===== src/core/utf_pkg.sv =====
// package: register map, field layout, reset values and timing for unknown traffic control
package utf_pkg;
    localparam logic [7:0] UTF_OFS_MCAST    = 8'h84;
    localparam logic [7:0] UTF_OFS_VLAN     = 8'h85;
    localparam logic [7:0] UTF_OFS_SELF     = 8'h86;
    localparam logic [7:0] UTF_OFS_RATE     = 8'h87;
    localparam int         UTF_EN_BIT       = 5;
    localparam int         UTF_SELF_BIT     = 6;
    localparam int         UTF_RATE_LSB     = 4;
    localparam logic [4:0] UTF_MAP_RST      = 5'h00;
    localparam logic [1:0] UTF_RATE_RST     = 2'h1;
    localparam logic [7:0] UTF_MCAST_RO_RST = 8'h40;
    localparam logic [4:0] UTF_PORTS_ALL    = 5'h1F;
    localparam int         UTF_CLK_MHZ      = 100;
    localparam int         UTF_MS_16        = 16;
    localparam int         UTF_MS_64        = 64;
    localparam int         UTF_MS_256       = 256;
    localparam int         UTF_CYC_PER_MS   = UTF_CLK_MHZ * 1000;

    typedef struct packed {
        logic       en;
        logic [4:0] map;
    } utf_class_t;

    typedef struct packed {
        utf_class_t mcast;
        utf_class_t vlan;
        utf_class_t ipmc;
        logic       self_filter;
        logic [1:0] rate_sel;
    } utf_cfg_t;

    typedef struct packed {
        logic [4:0] mcast;
        logic [4:0] vlan;
        logic [4:0] ipmc;
    } utf_fwd_t;
endpackage : utf_pkg


===== src/core/utf_period_tick.sv =====
// measurement period divider for ingress rate limiting
`timescale 1ns/1ps
module utf_period_tick #(
    parameter int unsigned CYC_PER_MS = utf_pkg::UTF_CYC_PER_MS
) (
    input  wire logic       mclk,
    input  wire logic       rst,
    input  wire logic [1:0] rate_sel,
    output logic            tick
);
    import utf_pkg::*;
    localparam logic [31:0] LIM16  = 32'(UTF_MS_16 * CYC_PER_MS);
    localparam logic [31:0] LIM64  = 32'(UTF_MS_64 * CYC_PER_MS);
    localparam logic [31:0] LIM256 = 32'(UTF_MS_256 * CYC_PER_MS);

    logic [31:0] cnt_q;
    wire  [31:0] limit = (rate_sel == 2'h0) ? LIM16 :
                         (rate_sel == 2'h1) ? LIM64 : LIM256;
    wire         wrap  = (cnt_q >= limit - 32'h1);

    always_ff @(posedge mclk) begin
        if (rst) begin
            cnt_q <= 32'h0;
            tick  <= 1'b0;
        end else begin
            cnt_q <= wrap ? 32'h0 : cnt_q + 32'h1;
            tick  <= wrap;
        end
    end
endmodule : utf_period_tick


===== src/core/utf_ctrl.sv =====
// register bank for unknown traffic forwarding, self filtering and rate period
`timescale 1ns/1ps
// Notes on behaviour
// - the unknown multicast port map resets to zero and zero filters while all ones floods.
// - a reset-zero enable bit turns on unknown non-ip multicast forwarding by its map.
// - bit 5 of the unknown vlan register enables unknown vlan forwarding and resets to zero.
// - bits 4 to 0 of the unknown vlan register are its port map, zero filters, ones flood.
// - bit 6 of the self register set makes the device drop frames for its own mac address.
// - self filtering is applied at egress against the switch's own mac address.
// - bit 5 of the self register enables unknown ip multicast forwarding, reset zero.
// - the unknown ip multicast port map resets to zero, zero filters, all ones floods.
// - bits 5 to 4 of the rate register pick 16, 64 (reset) or 256 ms as rate period.
module utf_ctrl #(
    parameter int unsigned CYC_PER_MS = utf_pkg::UTF_CYC_PER_MS
) (
    input  wire logic             mclk,
    input  wire logic             rst,
    input  wire logic [7:0]       avs_address,
    input  wire logic             avs_read,
    input  wire logic             avs_write,
    input  wire logic [31:0]      avs_writedata,
    input  wire logic [3:0]       avs_byteenable,
    output logic [31:0]           avs_readdata,
    output logic                  avs_waitrequest,
    input  wire logic [4:0]       default_ports,
    input  wire logic             egress_valid,
    input  wire logic [47:0]      egress_da,
    input  wire logic [47:0]      own_mac,
    output logic                  egress_drop,
    output utf_pkg::utf_fwd_t     fwd_ports,
    output utf_pkg::utf_cfg_t     cfg,
    output logic                  period_tick
);
    import utf_pkg::*;

    // configuration registers, reserved bits are not stored
    logic [5:0]  mcast_q;
    logic [5:0]  vlan_q;
    logic [6:0]  self_q;
    logic [1:0]  rate_q;
    // bus handshake state
    logic        ack_q;
    logic        wait_q;
    logic [31:0] rdata_q;
    // registered outputs towards the forwarding engine
    utf_fwd_t    fwd_q;
    utf_cfg_t    cfg_q;
    logic        drop_q;
    logic        tick_q;
    logic        tick_w;
    utf_fwd_t    fwd_d;
    utf_cfg_t    cfg_d;

    function automatic logic [4:0] pick(input logic       en,
                                        input logic [4:0] map,
                                        input logic [4:0] dflt);
        pick = en ? map : dflt;
    endfunction : pick

    // one wait cycle per access keeps readdata registered
    wire       busy    = avs_read | avs_write;
    wire       req     = busy & ~ack_q;
    // only byte lane 0 carries a register, other lanes are ignored
    wire       lane0   = avs_byteenable[0];
    wire       wr_en   = avs_write & ack_q & lane0;
    wire [7:0] wd      = avs_writedata[7:0];
    wire       hit_mc  = (avs_address == UTF_OFS_MCAST);
    wire       hit_vl  = (avs_address == UTF_OFS_VLAN);
    wire       hit_sf  = (avs_address == UTF_OFS_SELF);
    wire       hit_rt  = (avs_address == UTF_OFS_RATE);
    wire       wr_mc   = wr_en & hit_mc;
    wire       wr_vl   = wr_en & hit_vl;
    wire       wr_sf   = wr_en & hit_sf;
    wire       wr_rt   = wr_en & hit_rt;

    // a write lands on the edge that ends the wait-low cycle
    wire [5:0] mcast_d = wr_mc ? wd[5:0] : mcast_q;
    wire [5:0] vlan_d  = wr_vl ? wd[5:0] : vlan_q;
    wire [6:0] self_d  = wr_sf ? wd[6:0] : self_q;
    wire [1:0] rate_d  = wr_rt ? wd[UTF_RATE_LSB +: 2] : rate_q;

    // field views of the stored registers
    wire       mc_en   = mcast_q[UTF_EN_BIT];
    wire [4:0] mc_map  = mcast_q[4:0];
    wire       vl_en   = vlan_q[UTF_EN_BIT];
    wire [4:0] vl_map  = vlan_q[4:0];
    wire       ip_en   = self_q[UTF_EN_BIT];
    wire [4:0] ip_map  = self_q[4:0];
    wire       sf_en   = self_q[UTF_SELF_BIT];

    // reserved bits read as their fixed values, unmapped addresses read zero
    wire [7:0] rd_mc   = UTF_MCAST_RO_RST | {2'h0, mcast_q};
    wire [7:0] rd_vl   = {2'h0, vlan_q};
    wire [7:0] rd_sf   = {1'b0, self_q};
    wire [7:0] rd_rt   = {2'h0, rate_q, 4'h0};
    wire [7:0] rd_mux  = hit_mc ? rd_mc :
                         hit_vl ? rd_vl :
                         hit_sf ? rd_sf :
                         hit_rt ? rd_rt : 8'h00;

    // handshake next values
    wire        ack_d   = req;
    wire        wait_d  = ~req;
    wire [31:0] rdata_d = req ? {24'h0, rd_mux} : rdata_q;

    // outputs trail the registers by one cycle
    wire       da_own  = egress_valid & (egress_da == own_mac);
    wire       drop_d  = sf_en & da_own;
    assign fwd_d = '{mcast: pick(mc_en, mc_map, default_ports),
                     vlan:  pick(vl_en, vl_map, default_ports),
                     ipmc:  pick(ip_en, ip_map, default_ports)};
    assign cfg_d = '{mcast:       '{en: mc_en, map: mc_map},
                     vlan:        '{en: vl_en, map: vl_map},
                     ipmc:        '{en: ip_en, map: ip_map},
                     self_filter: sf_en,
                     rate_sel:    rate_q};

    always_ff @(posedge mclk) begin
        if (rst) begin
            mcast_q <= {1'b0, UTF_MAP_RST};
        end else begin
            mcast_q <= mcast_d;
        end
    end

    always_ff @(posedge mclk) begin
        if (rst) begin
            vlan_q <= {1'b0, UTF_MAP_RST};
        end else begin
            vlan_q <= vlan_d;
        end
    end

    always_ff @(posedge mclk) begin
        if (rst) begin
            self_q <= {2'b00, UTF_MAP_RST};
        end else begin
            self_q <= self_d;
        end
    end

    always_ff @(posedge mclk) begin
        if (rst) begin
            rate_q <= UTF_RATE_RST;
        end else begin
            rate_q <= rate_d;
        end
    end

    always_ff @(posedge mclk) begin
        if (rst) begin
            ack_q <= 1'b0;
        end else begin
            ack_q <= ack_d;
        end
    end

    // waitrequest idles high and drops for the cycle the access completes
    always_ff @(posedge mclk) begin
        if (rst) begin
            wait_q <= 1'b1;
        end else begin
            wait_q <= wait_d;
        end
    end

    always_ff @(posedge mclk) begin
        if (rst) begin
            rdata_q <= 32'h0;
        end else begin
            rdata_q <= rdata_d;
        end
    end

    always_ff @(posedge mclk) begin
        if (rst) begin
            fwd_q <= '0;
        end else begin
            fwd_q <= fwd_d;
        end
    end

    // rate field shows one cycle late after reset, hence the zero here
    always_ff @(posedge mclk) begin
        if (rst) begin
            cfg_q <= '0;
        end else begin
            cfg_q <= cfg_d;
        end
    end

    always_ff @(posedge mclk) begin
        if (rst) begin
            drop_q <= 1'b0;
        end else begin
            drop_q <= drop_d;
        end
    end

    always_ff @(posedge mclk) begin
        if (rst) begin
            tick_q <= 1'b0;
        end else begin
            tick_q <= tick_w;
        end
    end

    // every output is a flop
    assign avs_readdata    = rdata_q;
    assign avs_waitrequest = wait_q;
    assign fwd_ports       = fwd_q;
    assign cfg             = cfg_q;
    assign egress_drop     = drop_q;
    assign period_tick     = tick_q;

    utf_period_tick #(
        .CYC_PER_MS (CYC_PER_MS)
    ) u_tick (
        .mclk     (mclk),
        .rst      (rst),
        .rate_sel (rate_q),
        .tick     (tick_w)
    );
endmodule : utf_ctrl


===== config.mk =====
export PLATFORM = sky130hd
export DESIGN_NAME = utf_ctrl
export DESIGN_NICKNAME = d
export VERILOG_FILES = /design/src/core/utf_pkg.sv /design/src/core/utf_period_tick.sv /design/src/core/utf_ctrl.sv
export SDC_FILE = /design/constraint.sdc
export NUM_CORES = 1
export LEC_CHECK = 0
export BUFFER_PORTS_ARGS = -buffer_cell sky130_fd_sc_hd__buf_2
export CORE_MARGIN = 2
export CORE_UTILIZATION = 46
export CTS_CLUSTER_SIZE = 16
export DETAILED_ROUTE_END_ITERATION = 10
export PLACE_DENSITY = 0.87
export SLEW_MARGIN = 40
export SYNTH_ARGS = -nofsm -noshare
export SYNTH_HDL_FRONTEND = slang
export SYNTH_SLANG_ARGS = --single-unit

===== constraint.sdc =====
create_clock -name mclk -period 2.69 [get_ports mclk]
set_input_delay 0.538 -clock mclk [delete_from_list [all_inputs] [get_ports mclk]]
set_output_delay 0.538 -clock mclk [all_outputs]
set_load 0.02 [all_outputs]

==> results of run 1 <==
==> area by class of cell <==
class | count | area [sq um]
fillers | 879 | 4365
multi-input cells | 372 | 2521
flip-flops and latches | 101 | 2022
repair buffers | 175 | 895.9
well taps | 136 | 170.2
clock buffers | 9 | 123.9
clock inverters | 7 | 91.34
inverters | 11 | 41.29
==> power groups by stage <==
stage	registers (mW)	logic (mW)	clock network [mW]
floorplan	1.58	0.153	0
global placement	1.56	0.280	0
detailed placement	1.56	0.286	0
CTS	1.52	0.287	0.984
global route	1.53	0.311	1.06
finish	1.52	0.287	0.968
==> worst max-delay path, cell delays in order, from the launching register on <==
cell and delay (ns):
dfxtp_1 0.39, or2_2 0.38, ha_1 0.32, and4_1 0.19, nand2_1 0.08, a2111o_1 0.45, a31oi_4 0.21, buf_4 0.21
nor3_1 0.07
==> cell usage after synthesis, drive strengths merged <==
| master | instances | share of area [%] |
|---|---|---|
| ha | 14 | 3.7 |
| or3 | 1 | 0.13 |
| o21ai | 4 | 0.42 |
| a22oi | 1 | 0.16 |
| a211o | 1 | 0.18 |
| nand3b | 1 | 0.16 |
| inv | 11 | 0.86 |
| a31oi | 2 | 0.58 |
| o21a | 1 | 0.16 |
| conb | 1 | 0.078 |
| nand2b | 3 | 0.39 |
| dfxtp | 101 | 42 |
| xnor2 | 6 | 1.1 |
| o21bai | 1 | 0.16 |
| or4b | 1 | 0.29 |
| and3b | 1 | 0.18 |
| o21ba | 1 | 0.21 |
| mux4 | 1 | 0.47 |
| nor4 | 13 | 1.7 |
| nor4b | 1 | 0.18 |
| and3 | 4 | 0.52 |
| a22o | 2 | 0.37 |
| nand4 | 13 | 1.7 |
| maj3 | 1 | 0.21 |
| or2 | 2 | 0.26 |
| nor3 | 29 | 3.0 |
| nor2 | 48 | 3.8 |
| nor3b | 2 | 0.31 |
| and2 | 3 | 0.39 |
| a2111o | 1 | 0.24 |
| nand2 | 19 | 1.5 |
| nor2b | 21 | 2.7 |
| clkbuf | 17 | 1.3 |
| or4 | 1 | 0.16 |
| buf | 33 | 5.3 |
| o221ai | 4 | 0.73 |
| o211ai | 1 | 0.16 |
| and4 | 9 | 1.6 |
| nand3 | 14 | 1.5 |
| xor2 | 67 | 12 |
| mux2i | 36 | 7.5 |
| a21oi | 11 | 1.1 |
==> stage by stage <==
step,power [mW],cells,worst slack (ns)
after detailed placement,1.843,794,0.1622
after floorplan,1.729,534,0.4168
after global routing,2.898,811,0.1538
final,2.778,811,0.2777
after CTS,2.794,810,0.1258
after global placement,1.836,794,0.2576
==> layer usage <==
metal	part of all wire, %	GRT usage (%)
met1	39	24.50
met2	52	40.83
met5	0	0
met4	2.8	7.989
met3	6.6	4.169
==> worst max path at each step <==
stage	startpoint	slack (ns)	to	depth (start not counted)
CTS	rate_q[1]	0.13	u_tick.cnt_q[6]	8
global placement	avs_address[5]	0.26	vlan_q[1]	6
finish	rate_q[1]	0.28	u_tick.cnt_q[14]	8
global route	rate_q[1]	0.15	u_tick.cnt_q[6]	8
floorplan	rate_q[1]	0.42	u_tick.cnt_q[10]	9
detailed placement	avs_address[5]	0.16	vlan_q[5]	6
==> sequential cells by signal (all words and copies together) (netlist names) <==
register	cells
ack_q	1
avs_readdata	7
avs_waitrequest	1
cfg	21
egress_drop	1
fwd_ports	15
mcast_q	6
period_tick	1
rate_q	2
self_q	7
u_tick.cnt_q	32
u_tick.tick	1
vlan_q	6
==> kinds of logic (layout without fill, tap and decap cells) <==
logic type	after synthesis	count (layout)	synth area share, %
other	1	31	0.07834
muxes	37	37	7.998
and+or+nand+nor	186	186	20.52
xor gates and xnor gates	73	73	13.36
adders and majority gates	15	15	3.868
AOI/OAI and AO/OA	30	30	4.496
buffers and inverters	61	202	7.449
DFF	101	101	42.24
==> flow_summary_export.csv, run 1 <==
group,metric,value,unit
hold_path,min-delay-start,"avs_writedata[6]",
layout,diodes,0,
layout,final_area,5866,sq um
timing,rsz0062_at_grt,"no",
power,ir_worst_vdd,296.2,uV
timing,fmax,414.5,MHz
drt,vias,4152,
clock_network,cts_tree,"yes",
power,swShare,27.48,%
layout,drive_above_1_share,29.04,%
floorplan,dieHeight,106.0,um
global_route,grt_max_degree,57,
floorplan,rows,37,
floorplan,die_x,106.0,um
timing,fin_hold_ws,0.4304,ns
power,powerDensity,473.6,nW/um^2
floorplan,start_util,46.79,%
critical_path,end_kind,"register",
placed_design,portBuffers,167,
floorplan,design.core.area,10230,sq um
drt,via_per_inst,5.120,
yosys,avgSynthCellArea,9.498,sq um
timing,tightest_slew,0.5352,ns
timing,finalSetupTns,0,ns
clock_network,numClockSinks,101,
placed_design,place.gp.congestion,0.9390,
hold_path,hold_class,"in -> reg",
drt,drc,0,
timing,timing.final.crit_period,2.412,ns
run,drv_cap,0,
floorplan,ios,221,
drt,firstDrtPassIters,4,
drt,drt_iter0_markers,252,
drt,routed_wl,12.31,mm
critical_path,crit_type,"reg -> reg",
floorplan,die_area,11240,sq um
hold_path,hold_end,"self_q[6]",
timing,setup_violations,0,
drt,routedWlPerCell,15.17,um
layout,post-route-util,57.33,%
critical_path,worstPathRequired,2.94,ns
layout,num-nets-final,834,
layout,syn_to_final_growth,22.53,%
clock_network,clk_latency,0.37,ns
layout,final_common_cell,"buf_2",
critical_path,rrSetupSlack,0.28,ns
global_route,grt_pass1_wl,19.43,mm
clock_network,clk_path_buf_depth,2,
yosys,ys_ff_latch,101,
yosys,synthDistinctLibCells,48,
timing,slew_headroom,64.32,%
placed_design,dpl_cell_area,5643,sq um
power,leakage,2.722,nW
timing,fin_skew,0.01313,ns
global_route,overflow,0,
yosys,ys_warn_count,0,
clock_network,h-tree-depth,3,
clock_network,cts_setup_buffers,0,
critical_path,crit_fanout,11,
status,status,"complete, no violations",
hold_path,hold_depth,3,
power,switching_power,0.7634,mW
placed_design,post-dp-hpwl,9.837,mm
critical_path,r2r_end,"u_tick.cnt_q[14]",
power,pwr-share-clk,34.8,%
global_route,grt_pass1_vias,4053,
yosys,syn_area,4787,sq um
power,seqPwrFrac,54.8,%
global_route,grt.total_usage,21.84,%
power,p_comb_share,10.3,%
timing,final_hold_viol_count,0,
yosys,netlist_instances,504,
layout,layout_common_cells,"167 x buf_2, 101 x dfxtp_1, 67 x xor2_1",
critical_path,start_kind,"register",
critical_path,reg2reg_from,"rate_q[1]",
critical_path,critPathArrivalTime,2.66,ns
clock_network,root_buffer,"clkbuf_8",
critical_path,rr_worst_depth,8,
power,cellInternalPower,2.015,mW
timing,maxSlewViolCount,0,
yosys,ys_seq_area_share,42.24,%
drt,ant_nets,0,
clock_network,numCtsBuffers,9,
timing,finalCritPeriodShare,89.68,%
clock_network,holdBufCountCts,0,
global_route,antenna_found_initial,0,
clock_network,ctsResizeCount,0,
clock_network,clk_pin_slew,0.11,ns
(Power assumes the default switching activity.)
==> inputs of run 2 (changes only) <==
--- a/config.mk
+++ b/config.mk
@@ -5,7 +5,7 @@
 export SDC_FILE = /design/constraint.sdc
 export NUM_CORES = 1
 export LEC_CHECK = 0
-export BUFFER_PORTS_ARGS = -buffer_cell sky130_fd_sc_hd__buf_2
+export BUFFER_PORTS_ARGS = -buffer_cell sky130_fd_sc_hd__clkbuf_2
 export CORE_MARGIN = 2
 export CORE_UTILIZATION = 46
 export CTS_CLUSTER_SIZE = 16
==> constraint.sdc (replaced) <==
create_clock -name mclk -period 2.7 [get_ports mclk]
set_input_delay 0.54 -clock mclk [delete_from_list [all_inputs] [get_ports mclk]]
set_output_delay 0.54 -clock mclk [all_outputs]
set_load 0.02 [all_outputs]
==> run 2 against run 1 <==
Net effect:
- critical path depth did not move
- non-clock buffer count is the same
- sequential share of layout area about the same
- worst setup slack got worse by 0.088 ns
- sequential cell count stayed put
- wire length is 1.4% lower
- first-iteration DRC count up 16%
- clock power fell by 0.5%
- final area is essentially flat
- sequential power barely moved
- power shrank 0.38%
- critical path type unchanged
- largest power group unchanged
- highest routed layer unchanged
==> flow_summary_export.csv, run 2 (same netlist as run 1, synthesis figures left out) <==
group,metric,value,unit
status,status,"complete, no violations",
critical_path,startpoint,"rate_q[1]",
clock_network,root_buffer,"clkbuf_8",
floorplan,ios,221,
layout,layout_common_cells,"167 x clkbuf_2, 101 x dfxtp_1, 67 x xor2_1",
drt,routed_wl,12.14,mm
global_route,overflow,0,
clock_network,clk_latency,0.37,ns
layout,num-nets-final,834,
clock_network,clk_path_buf_depth,2,
timing,rsz0062_at_grt,"no",
timing,slew_headroom,62.76,%
drt,ant_nets,0,
critical_path,worstPathRequired,2.96,ns
floorplan,design.core.area,10230,sq um
timing,finalSetupTns,0,ns
timing,fin_skew,0.01081,ns
critical_path,end_kind,"register",
global_route,grt_pass1_vias,4059,
global_route,antenna_found_initial,0,
global_route,grt.total_usage,21.63,%
floorplan,start_util,46.79,%
power,leakage,2.720,nW
timing,final_hold_viol_count,0,
hold_path,hold_class,"in -> reg",
clock_network,h-tree-depth,3,
placed_design,place.gp.congestion,0.9145,
placed_design,post-dp-hpwl,9.771,mm
clock_network,clk_pin_slew,0.10,ns
floorplan,die_x,106.0,um
layout,syn_to_final_growth,22.61,%
drt,via_per_inst,5.110,
timing,timing.final.crit_period,2.510,ns
clock_network,cts_setup_buffers,0,
layout,fill_cells,867,
layout,diodes,0,
layout,largest_reg_flops,32,
timing,setup_violations,0,
global_route,grt_pass1_wl,19.16,mm
placed_design,portBuffers,167,
drt,drt_iter0_markers,293,
power,powerDensity,471.5,nW/um^2
timing,tightest_slew,0.5586,ns
critical_path,crit_fanout,14,
timing,fin_hold_ws,0.3824,ns
layout,drive_above_1_share,29.19,%
critical_path,crit_type,"reg -> reg",
layout,final_common_cell,"clkbuf_2",
floorplan,rows,37,
drt,vias,4144,
floorplan,dieHeight,106.0,um
global_route,grt_max_degree,60,
critical_path,critPathArrivalTime,2.77,ns
timing,fmax,398.4,MHz
hold_path,min-delay-start,"rst",
drt,drc,0,
clock_network,cts_tree,"yes",
critical_path,reg2reg_from,"rate_q[1]",
clock_network,numCtsBuffers,9,
run,drv_cap,0,
layout,top_register,"u_tick.cnt_q",
drt,routedWlPerCell,14.97,um
critical_path,start_kind,"register",
floorplan,die_area,11240,sq um
timing,finalCritPeriodShare,92.97,%
clock_network,numClockSinks,101,
drt,firstDrtPassIters,4,
power,ir_worst_vdd,326.8,uV
timing,maxSlewViolCount,0,
-- run 2: cell types whose count changed in the layout (fill, tap and decap cells not counted), sizes merged --
| cell | previous run | this run |
|---|---|---|
| buf | 175 | 8 |
| clkbuf | 9 | 176 |
| clkinv | 5 | 4 |
| inv | 13 | 14 |
-- run 2: through the flow --
stage	utilization (%)	cell area, sq um	cells	worst slack, ns	power [mW]
after global routing	57.37	5869	811	0.07018	2.889
after CTS	57.31	5863	811	0.1156	2.783
after global placement	55.23	5650	795	0.3050	1.830
after floorplan	-	4900	534	0.4268	1.722
final	57.37	5869	811	0.1897	2.767
after detailed placement	55.23	5650	795	0.1807	1.836
-- run 2: path summary, 6_finish.rpt --
kind	cells past startpoint	slack [ns]	end
max reg2reg	8	0.19	u_tick.cnt_q[21]
min	2	0.38	self_q[6]
min reg2reg	1	0.44	period_tick
max	8	0.19	u_tick.cnt_q[21]
-- run 2: area by class of cell --
cell class                      count  area (sq um)  share of cell area (%)
Clock buffer                        9         123.9                   2.110
Clock inverter                      7         88.84                   1.514
Inverter                           11         41.29                  0.7035
Multi-Input combinational cell    372          2527                   43.06
Sequential cell                   101          2022                   34.45
Tap cell                          136         170.2                   2.899
Timing Repair Buffer              175         895.9                   15.26
-- run 2: repair_timing --
action | CTS | global route
resized for setup | 0 | 1
hold endpoints to repair | 0 | 0
hold buffers | 0 | 0
setup endpoints to repair | 0 | 18
-- run 2: worst max-delay path: stages (launching register included) --
cell,delay [ns]
dfxtp_1,0.40
or2_2,0.38
ha_1,0.32
and4_1,0.18
nand2_1,0.07
a2111o_1,0.46
a31oi_4,0.25
buf_4,0.25
nor3_1,0.09
-- run 2: power breakdown --
group	internal (mW)	leakage (nW)	switching (mW)
registers	1.51	0.821	0.00744
clock network	0.376	0.106	0.587
logic	0.123	1.79	0.163
total	2.01	2.72	0.758
-- run 2: layer usage --
metal,track usage [%],wire length [um],up-vias
met1,24.41,4634,1922
met3,5.273,829,33
met5,0,0,-
met4,8.741,283,0
met2,38.99,6389,190
li1,-,-,1999
